[config.mk]
export PLATFORM = sky130hd
export DESIGN_NAME = tfgs_thermal_gate
export DESIGN_NICKNAME = d
export VERILOG_FILES = /design/src/include/tfgs_pkg.sv /design/src/tfgs_stagger.sv /design/src/tfgs_thermal_gate.sv
export VERILOG_INCLUDE_DIRS = /design/src /design/src/include
export SDC_FILE = /design/constraint.sdc
export NUM_CORES = 1
export LEC_CHECK = 0
export ABC_AREA = 1
export ABC_CLOCK_PERIOD_IN_PS = 1900
export BUFFER_PORTS_ARGS = -buffer_cell sky130_fd_sc_hd__buf_2
export CORE_MARGIN = 2
export CORE_UTILIZATION = 45
export DETAILED_ROUTE_END_ITERATION = 16
export GPL_TIMING_DRIVEN = 0
export PLACE_DENSITY = 0.66
export SLEW_MARGIN = 0
export SYNTH_ARGS = -nofsm -noshare
export SYNTH_HDL_FRONTEND = slang
export SYNTH_SLANG_ARGS = --single-unit
[constraint.sdc]
create_clock -name mclk -period 1.9 [get_ports mclk]
set_input_delay 0.095 -clock mclk [delete_from_list [all_inputs] [get_ports mclk]]
set_output_delay 0.095 -clock mclk [all_outputs]
set_load 0.05 [all_outputs]
[src/include/tfgs_map.svh]
// timing counts and field constants of the thermal gate and group switch
`ifndef TFGS_MAP_SVH
`define TFGS_MAP_SVH
`define TFGS_CHANNELS 16
`define TFGS_GROUPS 4
`define TFGS_STAGGER_NS 200
`define TFGS_CLK_NS 100
`define TFGS_STAGGER_CYC ((`TFGS_STAGGER_NS + `TFGS_CLK_NS - 1) / `TFGS_CLK_NS)
`define TFGS_GROUP0_MASK 16'h8181
`define TFGS_GROUP1_MASK 16'h4242
`define TFGS_GROUP2_MASK 16'h2424
`define TFGS_GROUP3_MASK 16'h1818
`endif

[src/include/tfgs_pkg.sv]
// types of the thermal gate and group switch
package tfgs_pkg;
   typedef enum logic [1:0] {
      TFGS_RUN,
      TFGS_FAULT,
      TFGS_WAIT_PERIOD
   } tfgs_state_e;
endpackage

[src/tfgs_stagger.sv]
// four-group staggered switching of the sink outputs
`timescale 1ns/100ps
`include "tfgs_map.svh"
module tfgs_stagger #(
   parameter int STAGGER = `TFGS_STAGGER_CYC
) (
   input wire logic mclk,                 // system clock
   input wire logic reset,                // sync reset, active high
   input wire logic forceOff,             // drop all groups at once
   input wire logic [15:0] chanOn,        // requested channel levels
   output logic [15:0] sinkOutput         // staggered sink enables
);
   typedef struct packed {
      logic [3:0][15:0] stage;
      logic [7:0] tick;
      logic [15:0] outs;
   } tfgs_stg_s;
   tfgs_stg_s st_reg, st_next;
   localparam logic [15:0] GMASK [4] = '{`TFGS_GROUP0_MASK, `TFGS_GROUP1_MASK,
                                        `TFGS_GROUP2_MASK, `TFGS_GROUP3_MASK};
   always_comb begin
      st_next = st_reg;
      st_next.tick = (st_reg.tick >= 8'(STAGGER - 1)) ? 8'h00 : st_reg.tick + 8'h01;
      if (st_reg.tick == 8'h00) begin
         // each group sees the request one stagger step after the previous one
         st_next.stage[0] = chanOn;
         for (int g = 1; g < `TFGS_GROUPS; g++) begin
            st_next.stage[g] = st_reg.stage[g-1];
         end
      end
      st_next.outs = 16'h0000;
      for (int g = 0; g < `TFGS_GROUPS; g++) begin
         st_next.outs = st_next.outs | (st_next.stage[g] & GMASK[g]);
      end
      if (forceOff) begin
         st_next.stage = '0;
         st_next.outs = 16'h0000;
      end
      if (reset) begin
         st_next = '0;
      end
   end
   always_ff @(posedge mclk) begin
      st_reg <= st_next;
   end
   assign sinkOutput = st_reg.outs;
endmodule

[src/tfgs_thermal_gate.sv]
// thermal fault latch and output gate of a 16-channel sink driver
// Function
// - overtemp forces outputs off, sets flag
// - outputs stay off until new cycle and cool
// - flag holds until strobe edge and cool
// - after clear, wait first grayscale clock of period
// - four groups: 0/7/8/15, 1/6/9/14, 2/5/10/13, 3/4/11/12
// - groups switch in order with fixed delay
// - each output timed by grayscale clock
// - grayscale-write strobe edge clears flag if cool
// - re-enable at grayscale edge, cool, blank low
`timescale 1ns/100ps
`include "tfgs_map.svh"
module tfgs_thermal_gate #(
   parameter int STAGGER = `TFGS_STAGGER_CYC
) (
   input wire logic mclk,                 // system clock, 10 MHz
   input wire logic reset,                // sync reset, active high
   input wire logic latch_strobe,         // latch strobe level from controller
   input wire logic grayscaleWrite,       // current latch is a grayscale write
   input wire logic grayscale_clock,      // grayscale clock level
   input wire logic periodStart,          // pulse: new display period begins
   input wire logic blank,                // blanking input, high forces off
   input wire logic overTemp,             // comparator: above shutdown threshold
   input wire logic coolEnough,           // comparator: below threshold minus hysteresis
   input wire logic [15:0] pwmLevel,      // per-channel grayscale pwm request
   output logic thermal_error_flag,       // thermal error flag
   output logic thermal_shutdown,         // outputs held off by thermal fault
   output logic [15:0] sink_output_n      // staggered sink enables
);
   typedef struct packed {
      tfgs_pkg::tfgs_state_e state;
      logic flag;
      logic shut;
      logic latPrev;
      logic gsPrev;
      logic hot;
      logic cool;
      logic cycleSeen;
      logic [15:0] chan;
      logic [15:0] outs;
      logic [7:0] age;
   } tfgs_gate_s;
   tfgs_gate_s st_reg, st_next;
   logic latRise, gsRise, gateOff;
   logic [15:0] staggered;
   // cycles after which every group has followed a steady request
   localparam logic [7:0] SETTLE = 8'(`TFGS_GROUPS * STAGGER + 1);

   assign latRise = latch_strobe & ~st_reg.latPrev;
   assign gsRise = grayscale_clock & ~st_reg.gsPrev;

   always_comb begin
      st_next = st_reg;
      st_next.latPrev = latch_strobe;
      st_next.gsPrev = grayscale_clock;
      if (gsRise) begin
         st_next.hot = overTemp;
         st_next.cool = coolEnough;
         st_next.chan = pwmLevel;
      end
      case (st_reg.state)
         tfgs_pkg::TFGS_RUN: begin
            if (st_reg.hot) begin
               st_next.flag = 1'b1;
               st_next.cycleSeen = 1'b0;
               st_next.state = tfgs_pkg::TFGS_FAULT;
            end
         end
         tfgs_pkg::TFGS_FAULT: begin
            // clear only on a grayscale-write strobe edge while cool; heating wins
            if (latRise && grayscaleWrite && st_reg.cool && !st_reg.hot) begin
               st_next.flag = 1'b0;
               // a period that began during the fault does not count
               st_next.cycleSeen = 1'b0;
               st_next.state = tfgs_pkg::TFGS_WAIT_PERIOD;
            end
         end
         tfgs_pkg::TFGS_WAIT_PERIOD: begin
            if (st_reg.hot) begin
               st_next.flag = 1'b1;
               st_next.state = tfgs_pkg::TFGS_FAULT;
            end else if (periodStart) begin
               st_next.cycleSeen = 1'b1;
            end else if (gsRise && st_reg.cycleSeen && st_reg.cool && !blank) begin
               st_next.state = tfgs_pkg::TFGS_RUN;
            end
         end
         default: begin
            st_next.state = tfgs_pkg::TFGS_RUN;
         end
      endcase
      st_next.shut = st_next.state != tfgs_pkg::TFGS_RUN;
      st_next.outs = (st_reg.state == tfgs_pkg::TFGS_RUN && !blank) ? staggered : 16'h0000;
      // settle count for the output check: restarts on a new request, a gate change or blank
      if (st_next.chan != st_reg.chan || st_next.shut || blank) begin
         st_next.age = 8'h00;
      end else if (st_reg.age != 8'hFF) begin
         st_next.age = st_reg.age + 8'h01;
      end
      if (reset) begin
         st_next = '0;
      end
   end

   always_ff @(posedge mclk) begin
      st_reg <= st_next;
   end

   assign gateOff = (st_next.state != tfgs_pkg::TFGS_RUN) || blank;

   tfgs_stagger #(.STAGGER(STAGGER)) u_stagger (
      .mclk(mclk),
      .reset(reset),
      .forceOff(gateOff),
      .chanOn(st_reg.chan),
      .sinkOutput(staggered)
   );

   assign thermal_error_flag = st_reg.flag;
   assign thermal_shutdown = st_reg.shut;
   assign sink_output_n = st_reg.outs;
endmodule

* Word level (Yosys, flattened, before mapping) *
Cells that the tools add are included.

cells by class
  add/sub/neg operators = 2
  $lt $le $gt $ge = 1
  eq/ne operators = 9
  muxes and demuxes = 20
  bitwise logic cells = 8
  reduce and logical (&&, ||, !) cells = 23

operators with widths
  cell                                                               number
  two-way mux 61 bit                                                 1
  two-way mux 49 bit                                                 1
  two-way mux 16 bit                                                 2
  adder 8 x 1 -> 8 bit, second input constant                        2
  two-way mux 8 bit                                                  2
  != test 16 bit                                                     1
  bitwise OR 16 x 13 -> 16 bit                                       1
  bitwise OR 16 x 14 -> 16 bit                                       1
  bitwise OR 16 x 15 -> 16 bit                                       1
  != test 2 bit, second input constant                               5
  greater-or-equal comparator 8 x 1 -> 1 bit, second input constant  1
  zero test 8 bit                                                    1
  two-way mux 2 bit                                                  4
  != test 8 bit, second input constant                               1
  OR reduction 2 bit                                                 4
  logical AND 1 bit                                                  7
  two-way mux 3 bit                                                  2
  one-hot mux 1 bit (3 select lines)                                 2
  one-hot mux 2 bit (3 select lines)                                 1
  two-way mux 1 bit                                                  5
  AND reduction 5 bit                                                1
  AND reduction 4 bit                                                1
  nonzero test 2 bit                                                 2
  logical OR 1 bit                                                   3
  7 further kinds                                                    11

storage, ports and cells
  bits in registers = 134
  input port bits = 25
  output and inout port bits = 18
  logic and storage cells = 84

* Logic depth before layout (Yosys ltp) *
  depth after elaboration = 17
  gate-level depth with buffers = 10
  mapped depth without buffers = 9

* Cells and area by module *
A second synthesis with hierarchy kept.

second synthesis, totals
  cell total of the unflattened synthesis = 529
  area total of the unflattened synthesis = 3832.4 um^2

modules (own cells, without submodules)
  module             instances  cells each  area an instance (um^2)  seq. area each (um^2)
  tfgs_stagger       1          312         2165.8                   960.9
  tfgs_thermal_gate  1          217         1666.6                   820.8

* Least setup slack after synthesis *
OpenSTA, ideal clock, no wires.

  path kind = register to register
  start point = register st_reg[48] (netlist name)
  end point = register u_stagger.st_reg[25] (netlist name)
  library setup time = 0.117 ns
  data arrival time = 1.348 ns
  required time = 1.783 ns
  slack = 0.435 ns
  stages on the path, launching flop included = 11
  path buffers = 1
  clock period less this slack = 1.465 ns
  path through = dfxtp_1 -> inv_1 -> ha_1 -> nor2_1 -> inv_1 -> nand2_1 -> a21oi_1 -> nand2_2 -> nand3_4 -> buf_6 -> nor2_2

between the ends
  word-level cells in the longest chain between the ends = 8
  elaborated cells on any way between the ends = 13
  those cells by class = 2 x eq/ne; 7 x mux; 4 x reduce/logical

ends and longest elaborated chain
  what                                  line                      text
  start: declaration                    tfgs_thermal_gate.sv:44   tfgs_gate_s st_reg, st_next;
  start signal: assignment              tfgs_thermal_gate.sv:107  st_reg <= st_next;
  two-way mux 2 bit                     tfgs_thermal_gate.sv:85   end else if (gsRise && st_reg.cycleSeen && st_reg.cool && !blank) begin
  two-way mux 2 bit                     tfgs_thermal_gate.sv:83   end else if (periodStart) begin
  two-way mux 2 bit                     tfgs_thermal_gate.sv:80   if (st_reg.hot) begin
  one-hot mux 2 bit (3 select lines) *  tfgs_thermal_gate.sv:62   case (st_reg.state)
  two-way mux 49 bit *                  tfgs_thermal_gate.sv:101  if (reset) begin
  nonzero test 2 bit *                  tfgs_thermal_gate.sv:110  assign gateOff = (st_next.state != tfgs_pkg::TFGS_RUN) || blank;
  logical OR 1 bit *                    tfgs_thermal_gate.sv:110
  OR reduction 2 bit (no line) *        --
  end signal: assignment                tfgs_stagger.sv:44        st_reg <= st_next;
  end: declaration                      tfgs_stagger.sv:18        tfgs_stg_s st_reg, st_next;

Mark *: on every way between the ends. The rest lies on a longest branch, timed or not. The select of a mux whose other input is x is not followed.
A chain may end at the register's enable or synchronous reset.

* Worst setup path after layout *
  start point = register st_reg[48] (netlist name)
  end point = register u_stagger.st_reg[28] (netlist name)

The elaborated chain is that of the path after synthesis.

==> results.rst <==
.. list-table::
   :header-rows: 1

   * - Metric
     - Value
   * - Uppermost routed layer
     - met4
   * - Via count
     - 2414
   * - Worst-path fanout max
     - 10
   * - Total negative slack
     - 0 ns
   * - Number of cells traversed by the worst hold path
     - 3
   * - Via count of the first global-routing pass
     - 2279
   * - # placed instances
     - 531
   * - Worst Reg-to-Reg Cells
     - 10
   * - TritonCTS clock tree
     - built
   * - Post-synthesis instance area
     - 0.00338 sq mm
   * - Synth Instances
     - 386
   * - Wire length of the first global-routing pass
     - 10.2 mm
   * - WP data arrival
     - 1.88 ns
   * - Die X-Extent
     - 90.7 um
   * - Power dissipated by switching net loads
     - 819 uW
   * - Sequential power share
     - 0.562
   * - Post-DR vias/cell
     - 4.35
   * - Class of the tightest hold or removal check
     - input port to flop
   * - Setup repair after global routing missed its margin
     - no
   * - Cell seen most often among critical-path stages
     - sky130_fd_sc_hd__inv_1
   * - Number of clock sinks seen by CTS
     - 89
   * - Clock transition time at the flip-flop clock pins of the worst setup and hold paths
     - 0.08 ns
   * - Maximum VDD drop
     - 0.381 mV
   * - Clock network fraction of design power
     - 0.366
   * - Category of the most critical setup path
     - flop to flop
   * - Maximum clock insertion buffer count
     - 2
   * - Iteration-0 DRC count of the detailed router
     - 76
   * - Final setup violation count
     - 0
   * - Die height
     - 90.7 um
   * - TritonCTS Buffers
     - 9
   * - Wire length per cell
     - 10.2 um
   * - WHS
     - 0.0118 ns
   * - Critical path cell sequence
     - inv_1 > ha_1 > nor2_1 > inv_1 > nand2_1 > a21oi_1 > nand2_2 > nand3_4 > buf_6 > nor2_2
   * - Number of rows created at floorplan
     - 31
   * - MaxCap Viol Count
     - 0
   * - Number of nets in the layout
     - 483
   * - Outcome
     - finished clean
   * - Final-report max-slew violation count
     - 0
   * - Met3 wire len
     - 252 um
   * - Count of non-filler cells in the finished layout
     - 555
   * - Number of storage elements in the synthesis netlist
     - 89
   * - Maximum clock skew at final layout
     - 0.0108 ns
   * - Total GRT Usage
     - 0.154
   * - Metal-1 WL
     - 2.67 mm
   * - Final routed wirelength across all metal layers
     - 5.68 mm
   * - Maximum level of the CTS H-tree
     - 3
   * - Core box area
     - 0.00725 sq mm
   * - Average cell area after synthesis
     - 8.76 sq um
   * - Critical path required time
     - 2.13 ns
   * - Kind of launch point of the worst setup path
     - flop
   * - Fraction of the yosys area taken by sequential cells
     - 0.527
   * - Final Hold Fails
     - 0
   * - Buffers on Ports
     - 42
   * - Slowest CP cell
     - sky130_fd_sc_hd__dfxtp_1
   * - Die area
     - 0.00822 sq mm
   * - Post-synthesis share of cell area spent on and, or, nand and nor gates
     - 0.198
   * - Number of I/O pins
     - 43
   * - Combinational family with the most area after synthesis
     - simple AND/OR/NAND/NOR gates
   * - Adder-cell share of the synthesized area
     - 0.0259
   * - Antenna Nets Post-Route
     - 0
   * - Xor and xnor area share after synthesis
     - 0.00259
   * - Initial core utilization
     - 0.466
   * - Met2 wire len
     - 2.66 mm
   * - Syn. warnings
     - 0
   * - Remaining routing DRC violations
     - 0
   * - Routability Congestion
     - 0.868
   * - Final worst path period share
     - 0.866
   * - Initial antenna violation count
     - 0
   * - Total power divided by cell area
     - 858 mW/mm^2
   * - Switching part of the total power
     - 0.238
   * - Total inserted antenna cells
     - 0
   * - Cell internal pwr
     - 2620 uW
   * - Total setup buffers inserted after CTS
     - 0
   * - Pre-Repair DR Iteration Count
     - 4
   * - Layout Cell Area excl Fill
     - 0.00401 sq mm
   * - Crit. End Element
     - flop
   * - Final critical path time including I/O delays and setup
     - 1.64 ns
   * - Complex-gate fraction of the synthesized area
     - 0.0633
   * - Fraction of final layout cells sized beyond drive strength 1
     - 0.246
   * - Max reg flops
     - 45
   * - Detailed placer's ending HPWL
     - 4.24 mm
   * - Total chip power
     - 3440 uW
   * - Part of the power in combinational logic
     - 0.072
   * - Share of synthesized area spent on multiplexers
     - 0.0710
   * - Distinct cell type count after synthesis
     - 27
   * - Total gr overflow
     - 0
   * - Pleak
     - 0.00165 uW
   * - Maximum clock rate
     - 608 MHz
   * - Maximum single-stage delay on the critical path
     - 0.33 ns
   * - Placed instance area
     - 0.00373 sq mm
   * - Maximum number of pins on one net before global-route repair
     - 16
   * - Growth of design area from synthesis to finish
     - 18.5%
   * - Clock latency on the worst-skew pair
     - 0.35 ns
   * - Clock root buffer
     - sky130_fd_sc_hd__clkbuf_8
   * - Fill cell total of the finished layout
     - 705
[metrics by stage]
step	worst slack, ns	util
2_1_floorplan	0.435	-
3_3_place_gp	0.310	0.514
3_5_place_dp	0.249	0.514
4_1_cts	0.225	0.552
5_1_grt	0.0429	0.552
6_report	0.255	0.552
[worst max-delay path, delay by kind of cell, from the launching register on]
family          cells  cell delay, ns
flops               1            0.33
buf+inv             3            0.40
compound gates      1            0.16
simple gates        5            0.41
fa+ha+maj           1            0.24
[routing by layer]
layer	track usage	up-vias
li1	-	1308
met1	0.193	1045
met2	0.254	51
met3	0.0301	10
met4	0.0731	0
met5	0	-
[final timing paths]
check	from	slack (ns)	to
setup / recovery	st_reg[48]	0.26	u_stagger.st_reg[28]
hold / removal	pwmLevel[0]	0.01	st_reg[24]
setup reg to reg	st_reg[48]	0.26	u_stagger.st_reg[28]
hold reg to reg	u_stagger.st_reg[41]	0.43	sink_output_n[1]
[layout make-up]
cell class              instances  area [sq um]  share of cell area
inverters                      36           135              0.0337
clock buffers                  10           128              0.0319
plain buffers                  31           243              0.0606
clock inverters                 6          67.6              0.0169
repair buffers                 50           290              0.0725
well taps                      99           124              0.0309
multi-input cells             234          1240               0.309
flip-flops and latches         89          1780               0.445
[placed cells by master (no fill, tap or decap), types with 8 or more instances in the layout]
master / Yosys / routed
sky130_fd_sc_hd__nor2_1: 101 / 101
sky130_fd_sc_hd__dfxtp_1: 89 / 89
sky130_fd_sc_hd__buf_2: 5 / 47
sky130_fd_sc_hd__inv_1: 34 / 34
sky130_fd_sc_hd__mux2i_1: 24 / 24
sky130_fd_sc_hd__nand2_1: 21 / 21
sky130_fd_sc_hd__nor2_2: 21 / 21
sky130_fd_sc_hd__a21oi_1: 20 / 20
sky130_fd_sc_hd__o21ai_0: 20 / 20
sky130_fd_sc_hd__buf_4: 17 / 17
sky130_fd_sc_hd__clkbuf_8: 0 / 9
sky130_fd_sc_hd__dlygate4sd3_1: 0 / 8
[power by group through the flow]
stage	Sequential, uW	Clock (uW)	Combinational (uW)
3_3_place_gp	1980	0	232
5_1_grt	1940	1380	283
3_5_place_dp	1980	0	236
6_report	1930	1260	247
2_1_floorplan	1980	0	159
4_1_cts	1930	1290	249
[cells in the mapped netlist, drive strengths merged]
cell | instances | area [sq um]
clkbuf | 2 | 7.51
dfxtp | 89 | 1780
nand4 | 1 | 6.26
nor2 | 122 | 510
inv | 35 | 131
nand3 | 6 | 42.5
mux2i | 24 | 240
nor3 | 1 | 5.00
ha | 7 | 87.6
conb | 1 | 3.75
buf | 29 | 235
xnor2 | 1 | 8.76
a21oi | 21 | 109
nand2 | 23 | 91.3
clkinv | 1 | 3.75
nor4 | 1 | 6.26
or2 | 1 | 6.26
o21ai | 21 | 105
[cell families (layout without fill, tap and decap cells)]
family	Yosys count	in the layout
buffers and inverters	67	133
AOI/OAI and AO/OA	42	42
and+or+nand+nor	155	155
other	1	5
adders and majority gates	7	7
DFF	89	89
xor gates and xnor gates	1	1
muxes	24	24
[what timing repair did]
action	CTS	global route
resized for setup	0	0
hold buffers	8	0
setup endpoints to repair	0	0
endpoints found under the hold margin	6	0
(Power assumes the default switching activity.)
